$ cat src/core/pwt_pkg.sv
package pwt_pkg;

  // ==========================================================
  // Bus geometry
  localparam int unsigned ADDR_W = 4;
  localparam int unsigned DATA_W = 8;

  // ==========================================================
  // Register offsets
  localparam logic [3:0] OFF_STATUS_CONTROL = 4'h0;
  localparam logic [3:0] OFF_IRQ_STATUS = 4'h1;
  localparam logic [3:0] OFF_IRQ_MASK = 4'h2;
  localparam logic [3:0] OFF_COUNT_LO = 4'h3;
  localparam logic [3:0] OFF_COUNT_HI = 4'h4;

  // ==========================================================
  // Status and control field positions
  localparam int unsigned BIT_TIMEOUT_FLAG = 7;
  localparam int unsigned BIT_FLAG_CLEAR = 6;
  localparam int unsigned BIT_CLOCK_SELECT = 5;
  localparam int unsigned BIT_IRQ_ENABLE = 4;
  localparam int unsigned PSEL_MSB = 2;
  localparam int unsigned PSEL_LSB = 0;

  // Interrupt status and mask field positions
  localparam int unsigned EVT_TIMEOUT = 0;
  localparam int unsigned EVT_OVERRUN = 1;
  localparam int unsigned EVT_W = 2;

  // ==========================================================
  // Reset values
  localparam logic RST_CLOCK_SELECT = 1'b0;
  localparam logic RST_IRQ_ENABLE = 1'b0;
  localparam logic [2:0] RST_PERIOD_SELECT = 3'h0;
  localparam logic [1:0] RST_IRQ_MASK = 2'h0;

  // ==========================================================
  // Timing
  localparam int unsigned CLK_PERIOD_NS = 40;
  localparam int unsigned OSC_PERIOD_MS = 1;
  localparam int unsigned OSC_CYCLES = (OSC_PERIOD_MS * 1000000) / CLK_PERIOD_NS;

  // Internal source: periods in oscillator ticks for codes 0..7
  localparam logic [15:0] INT_TICKS [8] = '{16'h0000, 16'h0008, 16'h0020, 16'h0040,
                                            16'h0080, 16'h0100, 16'h0200, 16'h0400};
  // External source: divisors for codes 0 and 2..7; code 1 takes EXT_DIV_CODE1 instead
  localparam logic [15:0] EXT_DIVS [8] = '{16'h0000, 16'h0000, 16'h0400, 16'h0800,
                                           16'h1000, 16'h2000, 16'h4000, 16'h8000};
  localparam logic [15:0] EXT_DIV_CODE1 = 16'h0100;

  // ==========================================================
  // Counter control states
  typedef enum logic [2:0] {
    PWT_ST_OFF = 3'b001,
    PWT_ST_LOAD = 3'b010,
    PWT_ST_RUN = 3'b100
  } pwt_state_t;

endpackage

$ cat src/core/pwt_osc.sv
`timescale 1ns/1ns
module pwt_osc #(
  parameter int unsigned OSC_CYCLES = pwt_pkg::OSC_CYCLES
) (
  // Clock and reset
  input wire logic clk_in,
  input wire logic rst_n_in,
  // Control and tick
  input wire logic run_in,
  output logic tick_out
);
  import pwt_pkg::*;

  logic [23:0] div_r;

  // ==========================================================
  // 1 ms reference counted on clk_in, cleared and held while run_in is low
  // Restart keeps the first tick a full period after run
  always_ff @(posedge clk_in or negedge rst_n_in) begin
    if (!rst_n_in) begin
      div_r <= 24'h000000;
    end else if (!run_in || div_r == 24'(OSC_CYCLES - 1)) begin
      div_r <= 24'h000000;
    end else begin
      div_r <= div_r + 24'h000001;
    end
  end

  // One-cycle tick at the end of each reference period
  assign tick_out = run_in && (div_r == 24'(OSC_CYCLES - 1));

endmodule

$ cat src/core/pwt_top.sv
`timescale 1ns/1ns
module pwt_top
  import pwt_pkg::*;
#(
  parameter int unsigned OSC_CYCLES = pwt_pkg::OSC_CYCLES
) (
  // Clock and reset
  input wire logic clk_in,
  input wire logic arst_n_in,
  // External timer source, synchronous to clk_in
  input wire logic ext_clk_in,
  // Register port
  input wire logic [pwt_pkg::ADDR_W-1:0] reg_addr_in,
  input wire logic [pwt_pkg::DATA_W-1:0] reg_wdata_in,
  input wire logic reg_wr_in,
  input wire logic reg_rd_in,
  output logic [pwt_pkg::DATA_W-1:0] reg_rdata_out,
  // Requests
  output logic wakeup_irq_out,
  output logic irq_out
);
  import pwt_pkg::*;

  // Datapath in brief: a source tick, either the 1 ms reference or an
  // external rising edge, advances the period counter while the control
  // sits in RUN; the tick that meets the terminal count is the timeout,
  // which sets the flag and the timeout event on the same edge.

  // ==========================================================
  // Declarations
  // Reset copies
  logic rst_meta_r;
  logic rst_sync_r;
  logic rst_n;

  // Register fields
  logic wakeup_timeout_flag_r;
  logic wakeup_clock_select_r;
  logic wakeup_irq_enable_r;
  logic [2:0] wakeup_period_select_r;
  logic [EVT_W-1:0] irq_status_r;
  logic [EVT_W-1:0] irq_mask_r;

  // Read path
  logic [DATA_W-1:0] rdata_r;
  logic [DATA_W-1:0] rdata_nxt;

  // Timing sources
  logic ext_prev_r;
  logic ext_rise;
  logic osc_tick;
  logic osc_run;
  logic src_tick;

  // Period counter
  logic [15:0] count_r;
  logic [15:0] count_hold_r;
  logic [15:0] terminal;
  logic timeout;

  // Bus decode and events
  logic cfg_change;
  logic wr_ctrl;
  logic rd_irq;
  logic flag_clear;
  logic [EVT_W-1:0] evt;

  // Counter control
  pwt_state_t state_r;
  pwt_state_t state_nxt;

  // ==========================================================
  // Reset release
  // Asserts at once, releases two edges after the pin goes high
  // All other flops reset from rst_n, so they all leave reset on one edge
  always_ff @(posedge clk_in or negedge arst_n_in) begin
    if (!arst_n_in) begin
      rst_meta_r <= 1'b0;
      rst_sync_r <= 1'b0;
    end else begin
      rst_meta_r <= 1'b1;
      rst_sync_r <= rst_meta_r;
    end
  end

  assign rst_n = rst_sync_r;

  // ==========================================================
  // Register access decode
  // Unmapped offsets neither write nor read anything
  assign wr_ctrl = reg_wr_in && (reg_addr_in == OFF_STATUS_CONTROL);
  assign rd_irq = reg_rd_in && (reg_addr_in == OFF_IRQ_STATUS);

  assign flag_clear = wr_ctrl && reg_wdata_in[BIT_FLAG_CLEAR];

  // A reconfiguration restarts the count so a new period is never cut short
  assign cfg_change = wr_ctrl &&
                      ((reg_wdata_in[BIT_CLOCK_SELECT] != wakeup_clock_select_r) ||
                       (reg_wdata_in[PSEL_MSB:PSEL_LSB] != wakeup_period_select_r));

  // ==========================================================
  // Control fields
  // Bit 7 is read-only and bit 6 only a strobe, so neither is stored here
  always_ff @(posedge clk_in or negedge rst_n) begin
    if (!rst_n) begin
      wakeup_clock_select_r <= RST_CLOCK_SELECT;
      wakeup_irq_enable_r <= RST_IRQ_ENABLE;
      wakeup_period_select_r <= RST_PERIOD_SELECT;
    end else if (wr_ctrl) begin
      wakeup_clock_select_r <= reg_wdata_in[BIT_CLOCK_SELECT];
      wakeup_irq_enable_r <= reg_wdata_in[BIT_IRQ_ENABLE];
      // bit 3 and bit 7 writes dropped
      wakeup_period_select_r <= reg_wdata_in[PSEL_MSB:PSEL_LSB];
    end
  end

  // ==========================================================
  // Interrupt mask
  // Masking gates irq_out only; status bits still collect events
  always_ff @(posedge clk_in or negedge rst_n) begin
    if (!rst_n) begin
      irq_mask_r <= RST_IRQ_MASK;
    end else if (reg_wr_in && (reg_addr_in == OFF_IRQ_MASK)) begin
      irq_mask_r <= reg_wdata_in[EVT_W-1:0];
    end
  end

  // ==========================================================
  // Timing sources
  // 1 ms reference from the block clock
  // Dropped for the reconfiguration cycle, so a new period starts on a fresh reference
  assign osc_run = (state_r != PWT_ST_OFF) && !wakeup_clock_select_r &&
                   !cfg_change;

  pwt_osc #(
    .OSC_CYCLES(OSC_CYCLES)
  ) u_osc (
    .clk_in(clk_in),
    .rst_n_in(rst_n),
    .run_in(osc_run),
    .tick_out(osc_tick)
  );

  // External source is taken as synchronous; one flop finds its rising edge
  // Limitation: each level must last at least one clk_in cycle or edges are lost
  always_ff @(posedge clk_in or negedge rst_n) begin
    if (!rst_n) begin
      ext_prev_r <= 1'b0;
    end else begin
      ext_prev_r <= ext_clk_in;
    end
  end

  assign ext_rise = ext_clk_in && !ext_prev_r;

  // Switching source passes through LOAD, so no stale tick is counted
  // source multiplexer
  assign src_tick = wakeup_clock_select_r ? ext_rise : osc_tick;

  // ==========================================================
  // Period lookup
  // Code 0 gives a zero terminal, which the control never lets the counter use
  always_comb begin
    if (wakeup_clock_select_r) begin
      terminal = (wakeup_period_select_r == 3'h1) ? EXT_DIV_CODE1 : EXT_DIVS[wakeup_period_select_r];
    end else begin
      terminal = INT_TICKS[wakeup_period_select_r];
    end
  end

  // ==========================================================
  // Counter control
  // LOAD holds the count at zero for one cycle so each period starts clean
  always_comb begin
    state_nxt = state_r;
    unique case (state_r)
      PWT_ST_OFF: begin
        if (wakeup_period_select_r != 3'h0) begin
          state_nxt = PWT_ST_LOAD;
        end
      end
      PWT_ST_LOAD: begin
        state_nxt = PWT_ST_RUN;
      end
      PWT_ST_RUN: begin
        if (cfg_change) begin
          state_nxt = PWT_ST_LOAD;
        end
      end
      default: begin
        state_nxt = PWT_ST_OFF;
      end
    endcase
    if (wakeup_period_select_r == 3'h0) begin
      state_nxt = PWT_ST_OFF;
    end
  end

  // One-hot register; an illegal code falls back to OFF
  always_ff @(posedge clk_in or negedge rst_n) begin
    if (!rst_n) begin
      state_r <= PWT_ST_OFF;
    end else begin
      state_r <= state_nxt;
    end
  end

  // ==========================================================
  // Period counter
  // Counts source ticks; the last tick of a period is the timeout
  // Trade-off: a restart drops the partial period instead of finishing it
  assign timeout = (state_r == PWT_ST_RUN) && !cfg_change && src_tick &&
                   (count_r == terminal - 16'h0001);

  // Count moves only in RUN and reads zero whenever the timer is off
  always_ff @(posedge clk_in or negedge rst_n) begin
    if (!rst_n) begin
      count_r <= 16'h0000;
    end else if (state_r != PWT_ST_RUN || cfg_change) begin
      count_r <= 16'h0000;
    end else if (timeout) begin
      count_r <= 16'h0000;
    end else if (src_tick) begin
      count_r <= count_r + 16'h0001;
    end
  end

  // ==========================================================
  // Timeout flag
  // A timeout on the acknowledge edge is never lost
  // set on timeout, set wins over acknowledge
  always_ff @(posedge clk_in or negedge rst_n) begin
    if (!rst_n) begin
      wakeup_timeout_flag_r <= 1'b0;
    end else if (timeout) begin
      wakeup_timeout_flag_r <= 1'b1;
    end else if (flag_clear) begin
      wakeup_timeout_flag_r <= 1'b0;
    end
  end

  // Combinational, so the request falls on the edge the flag clears
  // request while flag and enable
  assign wakeup_irq_out = wakeup_timeout_flag_r && wakeup_irq_enable_r;

  // ==========================================================
  // Sticky events, cleared by reading the status register
  // Overrun: a timeout while the previous one is still unacknowledged
  // It warns that software acknowledged too late and lost a period
  assign evt[EVT_TIMEOUT] = timeout;
  assign evt[EVT_OVERRUN] = timeout && wakeup_timeout_flag_r && !flag_clear;

  generate
    for (genvar i = 0; i < EVT_W; i++) begin : g_evt
      // New event beats the read that would clear it
      always_ff @(posedge clk_in or negedge rst_n) begin
        if (!rst_n) begin
          irq_status_r[i] <= 1'b0;
        end else if (evt[i]) begin
          irq_status_r[i] <= 1'b1;
        end else if (rd_irq) begin
          irq_status_r[i] <= 1'b0;
        end
      end
    end
  endgenerate

  assign irq_out = |(irq_status_r & irq_mask_r);

  // ==========================================================
  // Count snapshot
  // Reading the low byte freezes the high byte so the pair is coherent
  // Limitation: a high-byte read with no low-byte read returns an old snapshot
  always_ff @(posedge clk_in or negedge rst_n) begin
    if (!rst_n) begin
      count_hold_r <= 16'h0000;
    end else if (reg_rd_in && (reg_addr_in == OFF_COUNT_LO)) begin
      count_hold_r <= count_r;
    end
  end

  // ==========================================================
  // Read data
  always_comb begin
    rdata_nxt = 8'h00;
    unique case (reg_addr_in)
      OFF_STATUS_CONTROL: begin
        // unused bits and acknowledge read 0
        rdata_nxt[BIT_TIMEOUT_FLAG] = wakeup_timeout_flag_r;
        rdata_nxt[BIT_CLOCK_SELECT] = wakeup_clock_select_r;
        rdata_nxt[BIT_IRQ_ENABLE] = wakeup_irq_enable_r;
        rdata_nxt[PSEL_MSB:PSEL_LSB] = wakeup_period_select_r;
      end
      OFF_IRQ_STATUS: begin
        // Cleared by this very read
        rdata_nxt[EVT_W-1:0] = irq_status_r;
      end
      OFF_IRQ_MASK: begin
        rdata_nxt[EVT_W-1:0] = irq_mask_r;
      end
      OFF_COUNT_LO: begin
        // Live low byte; the snapshot is taken on this read
        rdata_nxt = count_r[7:0];
      end
      OFF_COUNT_HI: begin
        // High byte from the snapshot
        rdata_nxt = count_hold_r[15:8];
      end
      default: begin
        // Unmapped offsets read zero
        rdata_nxt = 8'h00;
      end
    endcase
  end

  // Data stand only in the cycle after the read strobe
  // Zero outside that slot lets a parent or read buses together
  always_ff @(posedge clk_in or negedge rst_n) begin
    if (!rst_n) begin
      rdata_r <= 8'h00;
    end else if (reg_rd_in) begin
      rdata_r <= rdata_nxt;
    end else begin
      rdata_r <= 8'h00;
    end
  end

  assign reg_rdata_out = rdata_r;

endmodule

$ cat config.mk
export PLATFORM = sky130hd
export DESIGN_NAME = pwt_top
export DESIGN_NICKNAME = d
export VERILOG_FILES = /design/src/core/pwt_pkg.sv /design/src/core/pwt_osc.sv /design/src/core/pwt_top.sv
export SDC_FILE = /design/constraint.sdc
export NUM_CORES = 1
export LEC_CHECK = 0
export ABC_AREA = 1
export BUFFER_PORTS_ARGS = -buffer_cell sky130_fd_sc_hd__buf_2
export CORE_MARGIN = 2
export CORE_UTILIZATION = 30
export CTS_BUF_LIST = sky130_fd_sc_hd__clkbuf_16
export DETAILED_ROUTE_END_ITERATION = 8
export GPL_ROUTABILITY_DRIVEN = 0
export GPL_TIMING_DRIVEN = 0
export PLACE_DENSITY_LB_ADDON = 0.08
export SLEW_MARGIN = 20
export SYNTH_ARGS = -nofsm -noshare
export SYNTH_HDL_FRONTEND = slang
export SYNTH_SLANG_ARGS = --single-unit
$ cat constraint.sdc
create_clock -name clk_in -period 2.15 [get_ports clk_in]
set_clock_uncertainty 0.15 [all_clocks]
set_input_delay 0.1075 -clock clk_in [delete_from_list [all_inputs] [get_ports clk_in]]
set_output_delay 0.1075 -clock clk_in [all_outputs]
set_load 0.01 [all_outputs]
==> flow_summary_export.csv, run 1 <==
group,metric,value,unit
run_status,outcome,"complete, but fails checks",
run_status,violations,"negative setup slack",
yosys,ys_seq_area_share,42.5,%
floorplan,core_area,13800,µm²
flow_run,cap_violations,0,
setup_path,critPathKind,"flop to flop",
sta,grt_setup_unrepaired,"yes",
setup_path,reg2reg_to,"count_r[7]",
routing,detail_route.wirelength,12.3,mm
setup_path,worst-r2r-setup-slack,-0.16,ns
setup_path,crit-reg2reg-launch,"wakeup_period_select_r[2]",
grt,first_global_vias,3920,
routing,dr_total_vias,3913,
yosys,synth_area_leaders,"sky130_fd_sc_hd__dfrtp_1 42%, sky130_fd_sc_hd__nand2_1 14%, sky130_fd_sc_hd__inv_1 6.9%",
routing,drtPass1Iterations,5,
setup_path,r2r_cells,15,
grt,grt.total_usage,17.7,%
setup_path,timing.critical_path.required,2.22,ns
yosys,synth_fp_nets,601,
sta,final_critical_path_setup_slack,-0.159,ns
floorplan,floorplan.die.height,123,µm
layout,area.growth.synth_to_final,28.4,%
worst_hold_path,min_path_cells,3,
routing,routed_wire_length_per_instance,14.8,µm
layout,final_common_cell,"sky130_fd_sc_hd__nand2_1",
cts,htree_levels,3,
layout,stdcell_area,5450,µm²
pwr,power_density,781,nW/µm²
worst_hold_path,hold_path_class,"input pin to flop",
pwr,post-layout-total-power,4.26,mW
layout,layout_common_cells,"144 x sky130_fd_sc_hd__nand2_1, 77 x sky130_fd_sc_hd__inv_1, 69 x sky130_fd_sc_hd__dfrtp_1",
setup_path,timing.critical_path.fanout_max,5,
setup_path,worstPathArrival,2.38,ns
sta,final.min_clock_period,2.31,ns
yosys,synth.largest_area_cell,"sky130_fd_sc_hd__dfrtp_1",
floorplan,ios,27,
yosys,post_synth_instance_area,4250,µm²
placed_design,place_area,4660,µm²
grt,globalRoute.totalOverflow,0,
layout,multi_input_area,2260,µm²
routing,detailedRoute.firstIterationViolations,188,
yosys,syn_area_per_cell,7.31,µm²
grt,grt_pass1_wl,20.3,mm
sta,fmax,433,MHz
layout,area_used_by_sequential_logic_in_the_layout,1810,µm²
routing,drt-vias-per-instance,4.70,
cts,cts-buffers-inserted,9,
floorplan,initial_utilization,30.7,%
yosys,synth.ff_latch_count,72,
floorplan,die_x,123,µm
cts,cts-root-buf,"sky130_fd_sc_hd__clkbuf_16",
sta,worst_slew_pin_slew,0.612,ns
placed_design,port_buffers,23,
sta,max-slew-margin-rel,58.9,%
yosys,synth_cells,581,
yosys,yosys_warnings,0,
placed_design,detailed_place_hpwl,9.04,mm
cts,clk_path_buf_depth,2,
cts,tritoncts,"yes",
cts,numClockSinks,72,
cts,clk_pin_slew,0.06,ns
sta,hold_viol,0,
sta,report.final.setup_viol,16,
worst_hold_path,hold_start,"reg_rd_in",
layout,ant_diodes,0,
sta,period_share,107,%
setup_path,cp-start-kind,"flop",
cts,worstSkewPairLatency,0.34,ns
setup_path,critical_path.endpoint_type,"flop",
grt,antenna_found_initial,0,
yosys,post-synth-top-area-fraction,41.9,%
routing,drc,0,
pwr,power_leakage,2.65,nW
routing,final_antenna_net_count,0,
worst_hold_path,hold-path-endpoint,"reg_rdata_out[4]",
layout,design.final.nets,667,
yosys,synthDistinctLibCells,43,
floorplan,die-area,15100,µm²
layout,layout-drive-gt1-share,20.6,%
grt,grt_max_degree,47,
layout,fillCellCount,1426,
pwr,worst_ir_drop_vdd,0.000360,V
sta,timing_max_transition_violations_final,0,
floorplan,core.rowCount,43,
## power by group
group	switching [mW]	total (mW)	internal, mW	leakage, nW
Clock	0.582	1.58	0.998	0.157
Sequential	0.0675	1.52	1.45	0.974
Combinational	0.710	1.16	0.445	1.52
## state kept, by name, summed over array words and instances, names as in the netlist, 2 cells and up
register and cells:
state_r 3, count_r 16, count_hold_r 8, u_osc.div_r 24, irq_status_r 2, irq_mask_r 2, reg_rdata_out 8, wakeup_period_select_r 3
## worst max-delay path by stage
| stage | cells past startpoint | slack [ns] | start | end |
|---|---|---|---|---|
| after floorplan | 15 | -0.03 | wakeup_period_select_r[2] | count_r[14] |
| after global placement | 16 | -0.46 | wakeup_period_select_r[1] | count_r[9] |
| after detailed placement | 16 | -0.46 | wakeup_period_select_r[1] | count_r[14] |
| after CTS | 15 | -0.17 | wakeup_period_select_r[2] | count_r[7] |
| after global routing | 18 | -0.29 | wakeup_period_select_r[0] | count_r[7] |
| final | 15 | -0.16 | wakeup_period_select_r[2] | count_r[7] |
## critical path, stage by stage, from the launching register on
cell,delay [ns]
sky130_fd_sc_hd__dfrtp_1,0.38
sky130_fd_sc_hd__buf_6,0.13
sky130_fd_sc_hd__nor2_4,0.14
sky130_fd_sc_hd__nand2_2,0.08
sky130_fd_sc_hd__ha_4,0.27
sky130_fd_sc_hd__or2_4,0.10
sky130_fd_sc_hd__nand3_2,0.04
sky130_fd_sc_hd__nor2_1,0.08
sky130_fd_sc_hd__nand2_1,0.07
sky130_fd_sc_hd__nor2_2,0.10
sky130_fd_sc_hd__nand4_1,0.11
sky130_fd_sc_hd__nor2_2,0.16
sky130_fd_sc_hd__nand2_4,0.12
sky130_fd_sc_hd__buf_16,0.16
sky130_fd_sc_hd__nand3_2,0.05
sky130_fd_sc_hd__nand2_1,0.05
## Yosys cell counts (all sizes together)
master / instances
xnor2: 3
a21boi: 1
a211oi: 2
mux2: 1
nor2: 67
ha: 3
nor4: 3
o21ai: 28
o211ai: 2
nand3: 56
xor2: 16
a22o: 1
clkbuf: 7
a31oi: 3
dfstp: 1
o221ai: 3
nand3b: 1
o31ai: 2
nand2: 158
o21a: 1
a21oi: 9
nor3: 24
or2: 2
inv: 84
o22ai: 3
nand4: 14
and3: 1
conb: 1
dfrtp: 71
o21bai: 1
buf: 6
nor3b: 6
## kinds of logic (layout without fill, tap and decap cells)
kind of cell / count (synthesis) / in the layout / synth area share [%]
other: 1 / 1 / 0.0883
DFF: 72 / 72 / 42.5
muxes: 1 / 1 / 0.265
AOI/OAI and AO/OA: 56 / 56 / 8.11
adders and majority gates: 3 / 3 / 0.884
buffers and inverters: 97 / 168 / 9.17
xor gates and xnor gates: 19 / 19 / 3.92
and+or+nand+nor: 332 / 332 / 35.1
## per-layer routing
| layer | global-route usage [%] | share of wire (%) |
|---|---|---|
| met1 | 22.7 | 46 |
| met3 | 3.51 | 2.6 |
| met4 | 5.82 | 1.8 |
| met2 | 29.7 | 50 |
| met5 | 0 | 0 |
## layout make-up
cell class / count / share of cell area (%)
Tap cell: 180 / 4.13
Sequential cell: 72 / 33.2
Multi-Input combinational cell: 412 / 41.4
Inverter: 84 / 6.11
Clock buffer: 9 / 4.13
Buffer: 12 / 1.61
Clock inverter: 7 / 1.47
Timing Repair Buffer: 56 / 7.99
## repair_timing
item	in CTS	in global routing
cloned	1	0
setup endpoints to repair	39	34
setup buffers	15	6
hold buffers	10	0
pin swaps	7	6
hold endpoints to repair	12	0
resized for setup	31	26
## metrics by stage
| stage | util [%] | instances | TNS [ns] | hold WS [ns] | worst slack [ns] |
|---|---|---|---|---|---|
| finish | 39.4 | 832 | -2.23 | 0.00484 | -0.159 |
| global route | 39.4 | 832 | -4.54 | 0.0352 | -0.294 |
| CTS | 38.5 | 826 | -2.48 | 0.0108 | -0.172 |
| detailed placement | 33.7 | 785 | -11.63 | -0.253 | -0.463 |
| global placement | 33.5 | 784 | -12.27 | -0.256 | -0.459 |
| floorplan | - | 581 | -0.227 | -0.338 | -0.0306 |
(Power assumes the default switching activity.)
==> run 2: changes to the inputs <==
--- a/config.mk
+++ b/config.mk
@@ -13,7 +13,9 @@
 export DETAILED_ROUTE_END_ITERATION = 8
 export GPL_ROUTABILITY_DRIVEN = 0
 export GPL_TIMING_DRIVEN = 0
+export MAX_ROUTING_LAYER = met4
 export PLACE_DENSITY_LB_ADDON = 0.08
+export SKIP_LAST_GASP = 1
 export SLEW_MARGIN = 20
 export SYNTH_ARGS = -nofsm -noshare
 export SYNTH_HDL_FRONTEND = slang
==> run 2 against run 1 <==
Effect of this change:
- hold slack better by 0.010 ns
- total power down 0.50%
- global-route usage up 0.33 points
- combinational power about the same
- critical path depth up 1
- largest cell class unchanged
- clock power about the same
- the run still ends with negative setup slack left
- count of clock-buffer cells in the layout unchanged
- cell count down 0.12%
- wire length down 0.69%
- fmax up 0.16%
- die area unchanged
- final area down 0.57%
==> flow_summary_export.csv, run 2 (synthesis results as in run 1) <==
group,metric,value,unit
run_status,outcome,"complete, but fails checks",
run_status,violations,"negative setup slack",
routing,final_antenna_net_count,0,
pwr,worst_ir_drop_vdd,0.000355,V
sta,report.final.setup_viol,16,
pwr,post-layout-total-power,4.24,mW
cts,cts-root-buf,"sky130_fd_sc_hd__clkbuf_16",
pwr,power_density,781,nW/µm²
floorplan,die_x,123,µm
sta,period_share,107,%
floorplan,die-area,15100,µm²
layout,layout-drive-gt1-share,19.7,%
sta,final.min_clock_period,2.30,ns
routing,drc,0,
routing,dr_total_vias,3933,
layout,layout_common_cells,"146 x sky130_fd_sc_hd__nand2_1, 77 x sky130_fd_sc_hd__inv_1, 69 x sky130_fd_sc_hd__dfrtp_1",
grt,globalRoute.totalOverflow,0,
floorplan,ios,27,
sta,hold_viol,0,
floorplan,floorplan.die.height,123,µm
pwr,power_leakage,2.64,nW
layout,design.final.nets,666,
layout,reg_top3,"u_osc.div_r x24, count_r x16",
cts,clk_pin_slew,0.06,ns
layout,ant_diodes,0,
grt,antenna_found_initial,0,
placed_design,post_place_worst_slack,-0.463,ns
cts,cts-buffers-inserted,9,
routing,drtPass1Iterations,4,
routing,routed_wire_length_per_instance,14.7,µm
floorplan,core.rowCount,43,
cts,tritoncts,"yes",
setup_path,r2r_cells,16,
sta,grt_setup_unrepaired,"yes",
layout,final_common_cell,"sky130_fd_sc_hd__nand2_1",
setup_path,cp-start-kind,"flop",
cts,numClockSinks,72,
layout,largest_register_ffs,24,
routing,detail_route.wirelength,12.2,mm
grt,grt_max_degree,47,
sta,fmax,434,MHz
sta,timing_max_transition_violations_final,0,
layout,largest_register_by_flop_count,"u_osc.div_r",
worst_hold_path,hold_path_class,"input pin to flop",
placed_design,detailed_place_hpwl,9.04,mm
routing,detailedRoute.firstIterationViolations,189,
floorplan,initial_utilization,30.7,%
setup_path,worstPathArrival,2.37,ns
grt,first_global_vias,3887,
flow_run,cap_violations,0,
sta,worst_slew_pin_slew,0.616,ns
grt,grt_pass1_wl,20.1,mm
setup_path,timing.critical_path.fanout_max,5,
cts,worstSkewPairLatency,0.34,ns
layout,postLayoutCoreUtil,39.2,%
cts,clk_path_buf_depth,2,
setup_path,critical_path.endpoint_type,"flop",
layout,area.growth.synth_to_final,27.7,%
floorplan,core_area,13800,µm²
placed_design,port_buffers,23,
cts,htree_levels,3,
setup_path,timing.critical_path.required,2.22,ns
sta,max-slew-margin-rel,58.6,%
grt,grt.total_usage,18.0,%
sta,final_critical_path_setup_slack,-0.155,ns
setup_path,critPathKind,"flop to flop",
routing,drt-vias-per-instance,4.73,
worst_hold_path,min_path_cells,3,
## run 2: where the power goes
part	total (mW)	leakage (nW)	internal [mW]	switching [mW]
Sequential	1.52	0.974	1.45	0.0679
Combinational	1.14	1.51	0.442	0.700
Clock	1.57	0.157	0.998	0.575
## run 2: cell type report
type                    count  area [µm²]
well taps                 180         225
repair buffers             55         428
fillers                  1430        8410
clock buffers               9         225
multi-input cells         412        2240
plain buffers              12        87.6
flip-flops and latches     72        1810
clock inverters             7        80.1
inverters                  84         328
## run 2: path summary, 6_finish.rpt
| check | slack [ns] | start | end |
|---|---|---|---|
| worst max-delay path | -0.15 | wakeup_period_select_r[1] | count_r[7] |
| worst min-delay path | 0.02 | reg_rd_in | reg_rdata_out[4] |
| worst max register to register | -0.15 | wakeup_period_select_r[1] | count_r[7] |
| worst min register to register | 0.09 | rst_n | u_osc.div_r[17] |
| max in group asynchronous | 1.15 | rst_n | state_r[0] |
| min in group asynchronous | 0.09 | rst_n | u_osc.div_r[17] |
## run 2: per-stage QoR
stage	instance area, µm²	cells	setup TNS [ns]	hold WS (ns)
CTS	5270	826	-2.61	0.0108
detailed placement	4660	785	-11.63	-0.253
floorplan	4290	581	-0.227	-0.338
finish	5420	831	-2.18	0.0152
global route	5420	831	-4.30	0.0352
global placement	4630	784	-12.27	-0.256
## run 2: worst max-delay path, cell delays in order (launching register included)
cell and delay (ns):
sky130_fd_sc_hd__dfrtp_1 0.34, sky130_fd_sc_hd__buf_6 0.13, sky130_fd_sc_hd__inv_6 0.04, sky130_fd_sc_hd__nor2_4 0.13, sky130_fd_sc_hd__nand2_2 0.08, sky130_fd_sc_hd__ha_4 0.27
sky130_fd_sc_hd__or2_4 0.10, sky130_fd_sc_hd__nand3_2 0.04, sky130_fd_sc_hd__nor2_1 0.08, sky130_fd_sc_hd__nand2_1 0.07, sky130_fd_sc_hd__nor2_2 0.09, sky130_fd_sc_hd__nand4_1 0.11
sky130_fd_sc_hd__nor2_2 0.16, sky130_fd_sc_hd__nand2_4 0.12, sky130_fd_sc_hd__buf_16 0.16, sky130_fd_sc_hd__nand3_2 0.05, sky130_fd_sc_hd__nand2_1 0.05
## run 2: routing by layer
layer,track usage (%),vias up,part of all wire [%]
met4,5.82,0,2.0
met1,22.6,1844,45
met5,-,-,0
met3,3.51,17,3.7
li1,-,2000,-
met2,29.2,72,50
## run 2: repair_timing
item | 4_1_cts | 5_1_grt
buffers inserted | 15 | 5
gates resized for setup | 21 | 29
setup endpoints to repair | 39 | 34
gates cloned | 1 | 0
pin swaps | 7 | 7
hold buffers | 10 | 0
endpoints found under the hold margin | 12 | 0
==> run 3: changes to the inputs <==
--- a/config.mk
+++ b/config.mk
@@ -7,6 +7,8 @@
 export LEC_CHECK = 0
 export ABC_AREA = 1
 export BUFFER_PORTS_ARGS = -buffer_cell sky130_fd_sc_hd__buf_2
+export CELL_PAD_IN_SITES_DETAIL_PLACEMENT = 0
+export CELL_PAD_IN_SITES_GLOBAL_PLACEMENT = 1
 export CORE_MARGIN = 2
 export CORE_UTILIZATION = 30
 export CTS_BUF_LIST = sky130_fd_sc_hd__clkbuf_16
==> run 3 against run 2 <==
Effect of this change:
- the run still ends with negative setup slack left
- total power shrank 1.7%
- first-iteration DRC count is 36% higher
- critical path depth unchanged
- worst setup slack worse by 0.11 ns
- final area is 0.37% lower
- hold slack gained 0.014 ns
- critical endpoint is now count_r[8]
- largest cell class unchanged
- highest routed layer unchanged
==> flow_summary_export.csv, run 3 (synthesis results as in run 1) <==
group,metric,value,unit
setup_path,cp-start-kind,"flop",
grt,antenna_found_initial,0,
cts,cts-buffers-inserted,9,
run_status,violations,"negative setup slack",
worst_hold_path,hold_path_class,"input pin to flop",
cts,clk_path_buf_depth,2,
setup_path,timing.critical_path.required,2.23,ns
layout,largest_register_ffs,24,
layout,ant_diodes,0,
layout,final_common_cell,"sky130_fd_sc_hd__nand2_1",
setup_path,worstPathArrival,2.49,ns
setup_path,timing.critical_path.fanout_max,10,
placed_design,detailed_place_hpwl,9.15,mm
floorplan,floorplan.die.height,123,µm
routing,drc,0,
grt,globalRoute.totalOverflow,0,
grt,first_global_vias,3702,
layout,reg_top3,"u_osc.div_r x24, count_r x16",
placed_design,place_area,4660,µm²
floorplan,core.rowCount,43,
routing,drt-vias-per-instance,4.73,
placed_design,port_buffers,23,
routing,final_antenna_net_count,0,
layout,area.growth.synth_to_final,27.2,%
routing,dr_total_vias,3946,
routing,routed_wire_length_per_instance,14.8,µm
floorplan,initial_utilization,30.7,%
pwr,post-layout-total-power,4.16,mW
run_status,outcome,"complete, but fails checks",
cts,worstSkewPairLatency,0.34,ns
flow_run,cap_violations,0,
sta,final.min_clock_period,2.41,ns
setup_path,critical_path.endpoint_type,"flop",
sta,report.final.setup_viol,17,
sta,final_critical_path_setup_slack,-0.263,ns
pwr,power_leakage,2.64,nW
setup_path,critPathKind,"flop to flop",
routing,detail_route.wirelength,12.4,mm
sta,max-slew-margin-rel,66.1,%
sta,fmax,414,MHz
layout,largest_register_by_flop_count,"u_osc.div_r",
sta,hold_viol,0,
cts,numClockSinks,72,
pwr,worst_ir_drop_vdd,0.000350,V
sta,timing_max_transition_violations_final,0,
sta,grt_setup_unrepaired,"yes",
grt,grt.total_usage,18.0,%
sta,period_share,112,%
cts,tritoncts,"yes",
grt,grt_pass1_wl,19.8,mm
cts,htree_levels,3,
routing,detailedRoute.firstIterationViolations,257,
cts,clk_pin_slew,0.06,ns
layout,fillCellCount,1493,
pwr,power_density,771,nW/µm²
grt,grt_max_degree,51,
floorplan,die-area,15100,µm²
layout,design.final.nets,669,
sta,worst_slew_pin_slew,0.504,ns
placed_design,post_place_worst_slack,-0.515,ns
layout,layout_common_cells,"147 x sky130_fd_sc_hd__nand2_1, 76 x sky130_fd_sc_hd__inv_1, 69 x sky130_fd_sc_hd__dfrtp_1",
layout,stdcell_area,5400,µm²
floorplan,die_x,123,µm
layout,layout-drive-gt1-share,20.2,%
floorplan,ios,27,
floorplan,core_area,13800,µm²
layout,postLayoutCoreUtil,39.1,%
routing,drtPass1Iterations,4,
cts,cts-root-buf,"sky130_fd_sc_hd__clkbuf_16",
-- run 3: final timing paths --
check	cells past startpoint	start	slack (ns)	end
worst max-delay path	16	wakeup_period_select_r[1]	-0.26	count_r[8]
worst min-delay path	4	reg_addr_in[3]	0.03	irq_mask_r[0]
worst max register to register	16	wakeup_period_select_r[1]	-0.26	count_r[8]
worst min register to register	0	rst_n	0.08	count_r[11]
max in group asynchronous	1	rst_n	1.15	state_r[0]
min in group asynchronous	0	rst_n	0.08	count_r[11]
-- run 3: routing by layer --
metal / global-route usage, % / share of wire (%)
met1: 26.6 / 52
met2: 24.4 / 43
met3: 3.51 / 3.8
met4: 5.89 / 1.3
met5: - / 0
-- run 3: per-stage QoR --
step / setup TNS, ns / std cells / hold WS (ns)
6_report: -3.93 / 834 / 0.0295
5_1_grt: -6.78 / 834 / 0.0471
4_1_cts: -4.13 / 821 / 0.00443
3_5_place_dp: -14.42 / 785 / -0.256
3_3_place_gp: -14.26 / 784 / -0.257
2_1_floorplan: -0.227 / 581 / -0.338
-- run 3: area by class of cell --
class / count / area [µm²] / area share, %
multi-input combinational: 412 / 2240 / 41.5
sequential: 72 / 1810 / 33.5
timing repair buffer: 57 / 425 / 7.88
inverter: 84 / 322 / 5.95
clock buffer: 9 / 225 / 4.17
tap: 180 / 225 / 4.17
buffer: 13 / 103 / 1.90
clock inverter: 7 / 53.8 / 0.996
-- run 3: critical path, cell delays in order (launching register included) --
cell and delay, ns:
sky130_fd_sc_hd__dfrtp_1 0.33, sky130_fd_sc_hd__buf_6 0.13, sky130_fd_sc_hd__clkinvlp_4 0.11, sky130_fd_sc_hd__nor2_4 0.12
sky130_fd_sc_hd__nand2_2 0.08, sky130_fd_sc_hd__ha_4 0.27, sky130_fd_sc_hd__or2_2 0.10, sky130_fd_sc_hd__nand3_2 0.05
sky130_fd_sc_hd__nor2_1 0.09, sky130_fd_sc_hd__nand2_1 0.07, sky130_fd_sc_hd__nor2_2 0.10, sky130_fd_sc_hd__nand4_1 0.14
sky130_fd_sc_hd__nor2_4 0.19, sky130_fd_sc_hd__nand2_4 0.09, sky130_fd_sc_hd__buf_12 0.16, sky130_fd_sc_hd__nand3_1 0.06
sky130_fd_sc_hd__nand2_1 0.05
-- run 3: repair_timing --
item | in CTS | in global routing
setup buffers | 9 | 11
resized for setup | 13 | 42
pin swaps | 7 | 10
gates cloned | 0 | 2
endpoints found under the setup margin | 42 | 40
endpoints found under the hold margin | 12 | 0
hold buffers | 11 | 0
-- run 3: power by group --
group          leakage (nW)  switching (mW)  internal [mW]
Clock                 0.141           0.571          0.876
Combinational          1.52           0.735          0.451
Sequential            0.974          0.0753           1.45
Total                  2.64            1.38           2.78
